--- config.mk ---
export PLATFORM = sky130hd
export DESIGN_NAME = rsoe_reset_oe_ctrl
export DESIGN_NICKNAME = d
export VERILOG_FILES = /design/src/rtl/rsoe_pkg.sv /design/src/rtl/rsoe_sync2.sv /design/src/rtl/rsoe_reset_oe_ctrl.sv
export SDC_FILE = /design/constraint.sdc
export NUM_CORES = 1
export LEC_CHECK = 0
export ABC_AREA = 1
export CAP_MARGIN = 20
export CORE_ASPECT_RATIO = 0.5
export CORE_MARGIN = 1
export CORE_UTILIZATION = 60
export DETAILED_ROUTE_END_ITERATION = 12
export DONT_BUFFER_PORTS = 1
export PLACE_DENSITY = 0.76
export SLEW_MARGIN = 20
export SYNTH_ARGS = -nofsm -noshare
export SYNTH_HDL_FRONTEND = slang
export SYNTH_SLANG_ARGS = --single-unit
--- constraint.sdc ---
create_clock -name clock -period 1.5 [get_ports clock]
set_clock_uncertainty 0.1 [all_clocks]
set_input_delay 0.3 -clock clock [delete_from_list [all_inputs] [get_ports clock]]
set_output_delay 0.3 -clock clock [all_outputs]
set_load 0.005 [all_outputs]
--- src/rtl/rsoe_pkg.sv ---
// constants for the reset and output enable control block
// assumes byte-wide register access at 20-bit byte addresses
// Contract
// - Power-on reset always acts, initialises every register including the mask.
// - Enabled hard reset initialises registers except mask and clears valid flags.
// - PCI reset always initialises PCI side; back end only when enabled.
// - Enabled forwarding drives PCI reset onto bridge pin, polarity selectable.
// - Soft reset write triggers action then self-clears; zero is no-op default.
// - Command 01 resets registers and valid flags; 02 resets registers only.
// - Command 10 clears pending and in-service; 20 clears in-service only.
// - Command 40 clears vc_mem_a memory; 80 clears vc_notify_fifo FIFO.
// - Mask bit 0 gates all soft reset actions; defaults enabled.
// - Mask bits: 1 hard default 1, 2 pci 0, 3 forward 0; 7:4 zero.
// - All-outputs bit 7 acts as if bits 5:0 were all set; bridge bit 6 still needs its own bit.
// - Bit 5 gates frame-group register outputs, bit 4 GPIO; default off.
// - Bit 3 gates backplane clocks and frames, bit 2 backplane data.
// - Bit 1 gates local clocks and frames, bit 0 local data.
// - Error and reference select outputs ungated, driven except during reset.
// - In microprocessor mode the VC start and descriptor base read reserved.
// - Control and status registers decode within 0x00100 to 0x001FF.
// - Reserved addresses and bits read zero.
// - In microprocessor mode the bridge port enable bit is reserved.

package rsoe_pkg;
    // ======================================================
    // address map
    localparam logic [19:0] ADDR_SOFT_RESET = 20'h00100;
    localparam logic [19:0] ADDR_RESET_MASK = 20'h00101;
    localparam logic [19:0] ADDR_OUT_ENABLE = 20'h00103;
    localparam logic [19:0] ADDR_VC_START = 20'h00104;
    localparam logic [19:0] ADDR_DESC_BASE_LO = 20'h00110;
    localparam logic [19:0] ADDR_DESC_BASE_HI = 20'h00113;
    localparam logic [19:0] ADDR_RANGE_LO = 20'h00100;
    localparam logic [19:0] ADDR_RANGE_HI = 20'h001FF;

    // ======================================================
    // soft reset command bits
    localparam int CMD_REGS_AND_FLAGS = 0;
    localparam int CMD_REGS_ONLY = 1;
    localparam int CMD_IRQ_ALL = 4;
    localparam int CMD_IRQ_INSERVICE = 5;
    localparam int CMD_VC_PENDING_MEM = 6;
    localparam int CMD_VC_NOTIFY_FIFO = 7;
    localparam logic [7:0] SOFT_CMD_RESET = 8'h00;

    // ======================================================
    // reset mask fields
    localparam int MASK_SOFT_EN = 0;
    localparam int MASK_HARD_EN = 1;
    localparam int MASK_PCI_EN = 2;
    localparam int MASK_FWD_EN = 3;
    localparam logic [3:0] MASK_RESET = 4'h3;

    // ======================================================
    // output enable fields
    localparam int OE_LOCAL_DATA = 0;
    localparam int OE_LOCAL_CLOCK = 1;
    localparam int OE_BACK_DATA = 2;
    localparam int OE_BACK_CLOCK = 3;
    localparam int OE_GENERAL_IO = 4;
    localparam int OE_FRAME_GROUP = 5;
    localparam int OE_BRIDGE = 6;
    localparam int OE_ALL = 7;
    localparam logic [7:0] OE_RESET = 8'h00;
    localparam logic [6:0] OE_ALL_GROUPS = 7'h7F;
endpackage

--- src/rtl/rsoe_sync2.sv ---
// two flip-flop level synchroniser for pin inputs
// assumes the pin is asynchronous to clock
`timescale 1ns/1ps

module rsoe_sync2
#(
    parameter logic RESET_VAL = 1'b1
)
(
    input wire logic clock,
    input wire logic rst_n,
    input wire logic asyncIn,
    output logic syncOut
);
    logic stage1_ff;
    logic stage2_ff;

    // ======================================================
    // first stage is read only by the second
    always_ff @(posedge clock)
    begin
        if (!rst_n)
        begin
            stage1_ff <= RESET_VAL;
            stage2_ff <= RESET_VAL;
        end
        else
        begin
            stage1_ff <= asyncIn;
            stage2_ff <= stage1_ff;
        end
    end

    assign syncOut = stage2_ff;
endmodule

--- src/rtl/rsoe_reset_oe_ctrl.sv ---
// reset distribution and master output enable control
// assumes rst_n is the power-on reset, already synchronous to clock;
// reset pins and the host select strap arrive asynchronously
// output enables are high while the matching pin drivers are on
`timescale 1ns/1ps

module rsoe_reset_oe_ctrl
(
    input wire logic clock,
    input wire logic rst_n,
    // pins
    input wire logic hardReset_n,
    input wire logic pciReset_n,
    input wire logic microHostSel,
    // forwarded reset polarity from the GPIO polarity register
    input wire logic bridgeResetPolarity,
    // register access
    input wire logic regWrite,
    input wire logic regRead,
    input wire logic [19:0] regAddr,
    input wire logic [7:0] regWrData,
    output logic [7:0] regRdData,
    output logic regInRange,
    output logic pciOnlyRegsEn,
    // reset actions
    output logic backendInit,
    output logic validFlagsClear,
    output logic pciIfInit,
    output logic irqPendingClear,
    output logic irqInServiceClear,
    output logic vcMemAClear,
    output logic vcNotifyFifoClear,
    // bridge forward on general_io_pin_two
    output logic bridgeResetForward,
    output logic generalIoPinTwoOut,
    // group output enables
    output logic localDataOe,
    output logic localClockOe,
    output logic backplaneDataOe,
    output logic backplaneClockOe,
    output logic generalIoOe,
    output logic frameGroupIoOe,
    output logic bridgePortOe,
    output logic alwaysOnOe
);
    // ======================================================
    // pin synchronisers
    logic hardResetSync_n;
    logic pciResetSync_n;
    logic microHostSync;

    // reset pins idle high, so the stages reset high and no false reset follows
    rsoe_sync2 #(.RESET_VAL(1'b1)) syncHard
    (
        .clock(clock),
        .rst_n(rst_n),
        .asyncIn(hardReset_n),
        .syncOut(hardResetSync_n)
    );

    // pci reset pin, same idle level
    rsoe_sync2 #(.RESET_VAL(1'b1)) syncPci
    (
        .clock(clock),
        .rst_n(rst_n),
        .asyncIn(pciReset_n),
        .syncOut(pciResetSync_n)
    );

    // host strap; reads as pci host until the strap has been seen
    rsoe_sync2 #(.RESET_VAL(1'b0)) syncMode
    (
        .clock(clock),
        .rst_n(rst_n),
        .asyncIn(microHostSel),
        .syncOut(microHostSync)
    );

    // ======================================================
    // registers
    logic [7:0] softCmd_ff;
    logic [3:0] resetMask_ff;
    logic [7:0] outEnable_ff;
    logic [7:0] rdData_ff;
    logic [7:0] actionPulse_ff;
    logic backendInit_ff;
    logic validClear_ff;
    logic pciInit_ff;
    logic fwdOut_ff;
    logic fwdActive_ff;
    logic [6:0] groupOe_ff;
    logic alwaysOn_ff;

    // next-state values for the command, mask, enable, read data and group registers
    logic [7:0] nxt_softCmd;
    logic [3:0] nxt_resetMask;
    logic [7:0] nxt_outEnable;
    logic [7:0] nxt_rdData;
    logic [6:0] nxt_groupOe;

    // ======================================================
    // address decode
    // exact byte match; the range flag covers the whole control block
    wire hitSoft = (regAddr == rsoe_pkg::ADDR_SOFT_RESET);
    wire hitMask = (regAddr == rsoe_pkg::ADDR_RESET_MASK);
    wire hitEnable = (regAddr == rsoe_pkg::ADDR_OUT_ENABLE);
    wire inRange = (regAddr >= rsoe_pkg::ADDR_RANGE_LO)
        && (regAddr <= rsoe_pkg::ADDR_RANGE_HI);
    wire wrSoft = regWrite && hitSoft;
    wire wrMask = regWrite && hitMask;
    wire wrEnable = regWrite && hitEnable;

    // ======================================================
    // reset sources
    wire softEn = resetMask_ff[rsoe_pkg::MASK_SOFT_EN];
    wire hardEn = resetMask_ff[rsoe_pkg::MASK_HARD_EN];
    wire pciEn = resetMask_ff[rsoe_pkg::MASK_PCI_EN];
    wire fwdEn = resetMask_ff[rsoe_pkg::MASK_FWD_EN];
    // pins are active low; the mask decides whether they reach the back end
    wire pciActive = !pciResetSync_n;
    wire hardActive = !hardResetSync_n && hardEn;
    wire pciBackend = pciActive && pciEn;
    // soft actions come from last cycle's command, gated by the mask
    wire [7:0] softAct = softEn ? softCmd_ff : rsoe_pkg::SOFT_CMD_RESET;
    wire softRegs = softAct[rsoe_pkg::CMD_REGS_AND_FLAGS]
        || softAct[rsoe_pkg::CMD_REGS_ONLY];
    wire softFlags = softAct[rsoe_pkg::CMD_REGS_AND_FLAGS];
    // back end initialise: every register bar the reset mask
    // init wins over a register write landing in the same cycle
    wire initAll = hardActive || pciBackend || softRegs;
    wire clearFlags = hardActive || pciBackend || softFlags;

    // ======================================================
    // soft command: stored for one cycle then cleared as a whole
    always_comb
    begin
        nxt_softCmd = rsoe_pkg::SOFT_CMD_RESET;
        if (wrSoft)
        begin
            nxt_softCmd = regWrData;
        end
    end

    // ======================================================
    // reset mask: only power-on reset restores it
    always_comb
    begin
        nxt_resetMask = resetMask_ff;
        if (wrMask)
        begin
            nxt_resetMask = regWrData[3:0];
        end
    end

    // ======================================================
    // master enable; bridge bit is reserved in microprocessor mode
    // an enable write lost to an init must be repeated by software
    always_comb
    begin
        nxt_outEnable = outEnable_ff;
        if (initAll)
        begin
            nxt_outEnable = rsoe_pkg::OE_RESET;
        end
        else if (wrEnable)
        begin
            nxt_outEnable = regWrData;
            if (microHostSync)
            begin
                nxt_outEnable[rsoe_pkg::OE_BRIDGE] = 1'b0;
            end
        end
    end

    // ======================================================
    // effective group enables, all off during any back-end init
    wire [6:0] groupBits = outEnable_ff[rsoe_pkg::OE_ALL]
        ? rsoe_pkg::OE_ALL_GROUPS : outEnable_ff[6:0];
    // bridge needs its own bit even when all-outputs is set
    wire bridgeOk = outEnable_ff[rsoe_pkg::OE_BRIDGE] && !microHostSync;

    always_comb
    begin
        nxt_groupOe = groupBits;
        nxt_groupOe[rsoe_pkg::OE_BRIDGE] = bridgeOk;
        if (initAll)
        begin
            nxt_groupOe = 7'h00;
        end
    end

    // ======================================================
    // read mux; unmapped and reserved fields return zero
    always_comb
    begin
        nxt_rdData = 8'h00;
        if (regRead && hitMask)
        begin
            nxt_rdData = {4'h0, resetMask_ff};
        end
        else if (regRead && hitEnable)
        begin
            nxt_rdData = outEnable_ff;
            if (microHostSync)
            begin
                nxt_rdData[rsoe_pkg::OE_BRIDGE] = 1'b0;
            end
        end
    end

    // ======================================================
    // state update
    // the mask is left alone by hard, pci and soft resets
    always_ff @(posedge clock)
    begin
        if (!rst_n)
        begin
            resetMask_ff <= rsoe_pkg::MASK_RESET;
            outEnable_ff <= rsoe_pkg::OE_RESET;
            softCmd_ff <= rsoe_pkg::SOFT_CMD_RESET;
            rdData_ff <= 8'h00;
        end
        else
        begin
            resetMask_ff <= nxt_resetMask;
            outEnable_ff <= nxt_outEnable;
            softCmd_ff <= nxt_softCmd;
            rdData_ff <= nxt_rdData;
        end
    end

    // ======================================================
    // reset action outputs, registered; power-on drives all inits
    // pulses come one cycle after the command, so combined bits act together
    always_ff @(posedge clock)
    begin
        if (!rst_n)
        begin
            backendInit_ff <= 1'b1;
            validClear_ff <= 1'b1;
            pciInit_ff <= 1'b1;
            actionPulse_ff <= 8'h00;
        end
        else
        begin
            backendInit_ff <= initAll;
            validClear_ff <= clearFlags;
            pciInit_ff <= pciActive;
            actionPulse_ff <= softAct;
        end
    end

    // ======================================================
    // bridge forward and enables; drivers off while in reset
    // forwarded level trails the synced pin by one cycle
    always_ff @(posedge clock)
    begin
        if (!rst_n)
        begin
            fwdActive_ff <= 1'b0;
            fwdOut_ff <= 1'b0;
            groupOe_ff <= 7'h00;
            alwaysOn_ff <= 1'b0;
        end
        else
        begin
            fwdActive_ff <= fwdEn;
            fwdOut_ff <= pciActive ^ bridgeResetPolarity;
            groupOe_ff <= nxt_groupOe;
            alwaysOn_ff <= !initAll;
        end
    end

    // ======================================================
    // output assignments
    assign regRdData = rdData_ff;
    assign regInRange = inRange;
    assign pciOnlyRegsEn = !microHostSync;

    // reset actions toward the back end
    assign backendInit = backendInit_ff;
    assign validFlagsClear = validClear_ff;
    assign pciIfInit = pciInit_ff;
    assign irqPendingClear = actionPulse_ff[rsoe_pkg::CMD_IRQ_ALL];
    assign irqInServiceClear = actionPulse_ff[rsoe_pkg::CMD_IRQ_ALL]
        || actionPulse_ff[rsoe_pkg::CMD_IRQ_INSERVICE];
    assign vcMemAClear = actionPulse_ff[rsoe_pkg::CMD_VC_PENDING_MEM];
    assign vcNotifyFifoClear = actionPulse_ff[rsoe_pkg::CMD_VC_NOTIFY_FIFO];

    // bridge forward on the second general-purpose pin
    assign bridgeResetForward = fwdActive_ff;
    assign generalIoPinTwoOut = fwdActive_ff && fwdOut_ff;

    // group enables, high while the drivers are on
    assign localDataOe = groupOe_ff[rsoe_pkg::OE_LOCAL_DATA];
    assign localClockOe = groupOe_ff[rsoe_pkg::OE_LOCAL_CLOCK];
    assign backplaneDataOe = groupOe_ff[rsoe_pkg::OE_BACK_DATA];
    assign backplaneClockOe = groupOe_ff[rsoe_pkg::OE_BACK_CLOCK];
    assign generalIoOe = groupOe_ff[rsoe_pkg::OE_GENERAL_IO];
    assign frameGroupIoOe = groupOe_ff[rsoe_pkg::OE_FRAME_GROUP];
    assign bridgePortOe = groupOe_ff[rsoe_pkg::OE_BRIDGE];
    assign alwaysOnOe = alwaysOn_ff;
endmodule

## After elaboration in Yosys (flattened, before gate mapping)

Index checks and enable logic that the tools add are counted.

- Output and inout bits: 27
- Register bits after elaboration: 53

- Eq/ne operators: 3
- $lt $le $gt $ge: 2
- Mux-type cells: 5
- Reduce and logical (&&, ||, !) cells: 24
- Bitwise gates (word level): 3

Operator list:

| kind | number |
|---|---|
| == test 20 x 9 -> 1 bit (second input constant) | 3 |
| greater-or-equal comparator 20 x 9 -> 1 bit (second input constant) | 1 |
| less-or-equal comparator 20 x 9 -> 1 bit (second input constant) | 1 |
| logical AND 1 bit | 10 |
| two-way mux 4 bit | 2 |
| two-way mux 6 bit | 1 |
| logical OR 1 bit | 5 |
| zero test 1 bit | 4 |
| AND reduction 2 bit | 2 |
| OR reduction 4 bit | 1 |
| OR reduction 3 bit | 1 |
| two-way mux 2 bit | 1 |
| NOT 1 bit | 2 |
| OR reduction 2 bit | 1 |
| two-way mux 1 bit | 1 |
| bitwise XOR 1 bit | 1 |

## Logic depth before layout (Yosys ltp)

- Word-level depth: 5
- Gate-level depth with buffers: 8
- Mapped depth without buffers: 8

## Modules after synthesis

Synthesis repeated with hierarchy kept, for this count alone.

- Cells, all modules: 232
- Area total of the unflattened synthesis: 1,891.8 µm²

Modules (own cells, without submodules):

| module | times used | seq. area each (µm²) | cells an instance | area an instance (µm²) |
|---|---|---|---|---|
| rsoe_reset_oe_ctrl | 1 | 860.8 | 214 | 1,726.7 |
| rsoe_sync2 | 3 | 40.0 | 6 | 55.1 |

## Least setup slack after synthesis

OpenSTA, ideal clock, no wires.

- Path kind: input to register
- Start: input regAddr[12]
- End: register outEnable_ff[0]
- Slack: 0.236 ns
- Data required time: 1.284 ns
- Stages: 6
- Buffers on the path: 0
- Arrival: 1.048 ns
- Library setup time: 0.116 ns
- Path through: nor2_1 -> nand2_2 -> nor2_8 -> nand4_4 -> o21ai_0 -> nor2_1

- Word-level cells in the longest chain between the ends: 2

Ends and longest elaborated chain:

| item | line | source |
|---|---|---|
| start, declared | rsoe_reset_oe_ctrl.sv:20 | `input wire logic [19:0] regAddr,` |
| == test 20 x 9 -> 1 bit | rsoe_reset_oe_ctrl.sv:106 | `wire hitEnable = (regAddr == rsoe_pkg::ADDR_OUT_ENABLE);` |
| logical AND 1 bit | rsoe_reset_oe_ctrl.sv:111 | `wire wrEnable = regWrite && hitEnable;` |
| end signal, assigned | rsoe_reset_oe_ctrl.sv:219 | `outEnable_ff <= rsoe_pkg::OE_RESET;` |
| end signal, assigned | rsoe_reset_oe_ctrl.sv:226 | `outEnable_ff <= nxt_outEnable;` |
| end, declared | rsoe_reset_oe_ctrl.sv:83 | `logic [7:0] outEnable_ff;` |

No other way between the ends.
A chain may end at the register's enable or synchronous reset.

## Worst setup path after layout

- Start: register actionPulse_ff[4]
- End: output irqInServiceClear

- Word-level cells in the longest chain between the ends: 1

Ends and longest elaborated chain:

| item | line | source |
|---|---|---|
| start, declared | rsoe_reset_oe_ctrl.sv:85 | `logic [7:0] actionPulse_ff;` |
| start signal, assigned | rsoe_reset_oe_ctrl.sv:249 | `actionPulse_ff <= softAct;` |
| logical OR 1 bit | rsoe_reset_oe_ctrl.sv:286 | `\|\| actionPulse_ff[rsoe_pkg::CMD_IRQ_INSERVICE];` |
| end, declared | rsoe_reset_oe_ctrl.sv:30 | `output logic irqInServiceClear,` |

No other way between the ends.

==> results.py <==
metrics = {
    "outcome": {
        "status": "finished, final reports clean",
    },
    "setup_path": {
        "end_kind": "primary output",
        "crit_buf_inv": 0,
        "crit_family": "flip-flops",
        "max_stage_delay_ps": 330,
        "cp_slowest_cell": "dfxtp_1",
        "worstPathRequired_ps": 1100,
        "critPathLaunchType": "flop",
        "path_class": "flop to primary output",
        "crit_arrival_ps": 910,
        "crit_fanout": 2,
        "cp_cell_sequence": "or2_2",
    },
    "routing": {
        "postRouteAntennaNets": 0,
        "vias": 1316,
        "detail_route.wl_per_cell_um": 12.8,
        "totalWireLength_um": 3290,
        "drc": 0,
        "routed_via_density": 5.14,
        "drt_iter0_drc": 65,
        "dr.pass1.iters": 4,
    },
    "floorplanning": {
        "die_h_um": 40.4,
        "ios": 63,
        "core_area_mm2": 0.00270,
        "floorplan.initialDensity_pct": 65.5,
        "die_x_um": 78.8,
        "rows": 13,
        "die_area_mm2": 0.00318,
    },
    "synth": {
        "netlist_area_mm2": 0.00177,
        "yosys_warnings": 0,
        "synth_cell_types": 23,
        "syn_nets": 242,
        "synth_cells": 206,
        "yosysSeqAreaShare_pct": 55.5,
        "yosysTopAreaCell": "dfxtp_1",
        "synth.avg_cell_area_um2": 8.58,
        "ys_seq_elements": 49,
        "synth_area_leaders": "dfxtp_1, nor2_1, inv_1",
        "yosysTopAreaCellShare_pct": 55.5,
    },
    "sta": {
        "setup_tns_ps": 0,
        "hold_violations": 0,
        "tightest_slew_ps": 328,
        "rsz0062_at_grt": "false",
        "fin_crit_ps": 1310,
        "finalSetupViolations": 0,
        "finalCritPeriodShare_pct": 87.6,
        "max-slew-margin-rel_pct": 78.1,
        "slew_violations": 0,
        "max_clock_freq_mhz": 761,
    },
    "global_route": {
        "grt_use_total_pct": 23.3,
        "overflow": 0,
        "grt_pass1_wl_um": 5200,
        "first_global_vias": 1126,
        "antenna_found_initial": 0,
        "grt_max_degree": 17,
    },
    "finish": {
        "final_common_cell": "nor2_1",
        "antenna_cells": 0,
        "drive_gt1_share_pct": 14.6,
        "n_fill_cell": 203,
        "syn_to_final_growth_pct": 11.0,
        "instances_no_fill": 256,
        "mostFrequentLayoutCells": "nor2_1, dfxtp_1, inv_1, nand2_1, o21ai_0",
        "num-nets-final": 254,
    },
    "power": {
        "clkPwrFrac_pct": 35.1,
        "power_frac_comb_pct": 3.8,
        "p_switching_uw": 483,
        "p_per_area_mw_per_mm2": 1100,
        "internal_power_uw": 1680,
        "seq_power_share_pct": 61.1,
        "irDropWorstVdd_mv": 0.662,
        "switching_share_pct": 22.3,
        "leakage_uw": 0.000872,
    },
    "placed_design": {
        "dp.cells": 242,
        "gp_congestion": 0.786,
        "numPortBuffers": 0,
        "dpl.hpwl_um": 2440,
    },
    "clock_tree": {
        "cts_setup_buffers": 0,
        "clock_sinks": 49,
        "h-tree-depth": 2,
        "numCtsBuffers": 5,
        "cts_root_buffer": "clkbuf_8",
        "clkTransAtPathRegs_ps": 90,
        "insertion_delay_ps": 300,
        "cts_tree": "built",
        "ctsLongestPathBuffers": 2,
    },
    "run": {
        "cap_violations": 0,
    },
    "min_path": {
        "hold_class": "input pin to flop",
    },
}
==> cell usage after synthesis <==
library cell / number
buf_2: 1
nor2_2: 5
nand4_4: 2
nor2_1: 50
clkbuf_1: 1
nor2_8: 2
xor2_1: 1
o22ai_1: 1
inv_1: 34
nand3_1: 2
nand2_1: 18
nor3_1: 1
o21ai_0: 11
dfxtp_1: 49
o211ai_1: 2
nor2_4: 1
nor4_1: 1
nand3_2: 5
clkinv_4: 1
nand2_2: 2
or2_2: 5
nand4_1: 5
a21oi_1: 6
==> power groups by stage <==
stage,combinational [µW],sequential (µW),clock [µW]
after detailed placement,66.2,1350,0
final,81.3,1320,761
after CTS,80.7,1320,779
after global routing,90.9,1330,843
after global placement,64.9,1350,0
after floorplan,59.6,1350,0
==> state kept, by name, indices dropped and copies added, names as in the netlist, 4 cells and up <==
name and cells:
groupOe_ff 7, outEnable_ff 8, actionPulse_ff 4, regRdData 8
softCmd_ff 6, resetMask_ff 4
==> timing repair <==
action                                  4_1_cts  5_1_grt
hold endpoints to repair                      9        0
endpoints found under the setup margin        0        0
hold buffers                                  6        0
gates resized for setup                       0        0
==> cell families after synthesis <==
family	count (synthesis)	share of synthesized area (%)
simple gates	99	29.8
flops	49	55.5
buf+inv	37	8.21
compound gates	20	6.02
xor+xnor	1	0.495
==> layout make-up <==
cell class	count	area [µm²]	share of cell area, %
clock buffer	5	68.8	3.51
clock inverter	3	21.3	1.08
inverter	35	136	6.95
multi-input combinational	120	642	32.7
sequential	49	981	50.0
tap	37	46.3	2.36
timing repair buffer	7	67.6	3.44
==> path summary, 6_finish.rpt <==
path	from	end	slack, ps	cells after the start
worst max-delay path	actionPulse_ff[4]$_SDFF_PN0_	irqInServiceClear	190	1
worst min-delay path	rst_n	resetMask_ff[1]$_SDFFE_PN1P_	7	1
worst max register to register	resetMask_ff[2]$_SDFFE_PN0P_	outEnable_ff[7]$_SDFFE_PP0P_	240	7
worst min register to register	syncPci.syncOut$_SDFF_PN1_	pciIfInit$_SDFF_PN1_	320	1
==> metal layers <==
metal / vias up / share of wire (%) / global-route usage (%)
met2: 66 / 45 / 39.3
met4: 0 / 0.76 / 9.72
met1: 592 / 44 / 27.7
met5: - / 0 / 0
met3: 3 / 9.8 / 9.09
li1: 655 / - / -
==> metrics by stage <==
stage	utilization, %	hold slack [ps]	power [µW]	cell area, µm²	setup WS [ps]
after global placement	67.1	273	1420	1810	130
after CTS	72.7	4.24	2180	1960	176
final	72.7	7.41	2160	1960	186
after detailed placement	67.1	279	1420	1810	63.4
after global routing	72.7	5.73	2260	1960	127
after floorplan	-	283	1410	1770	236
Note: power is estimated with default switching activity, not from simulation.
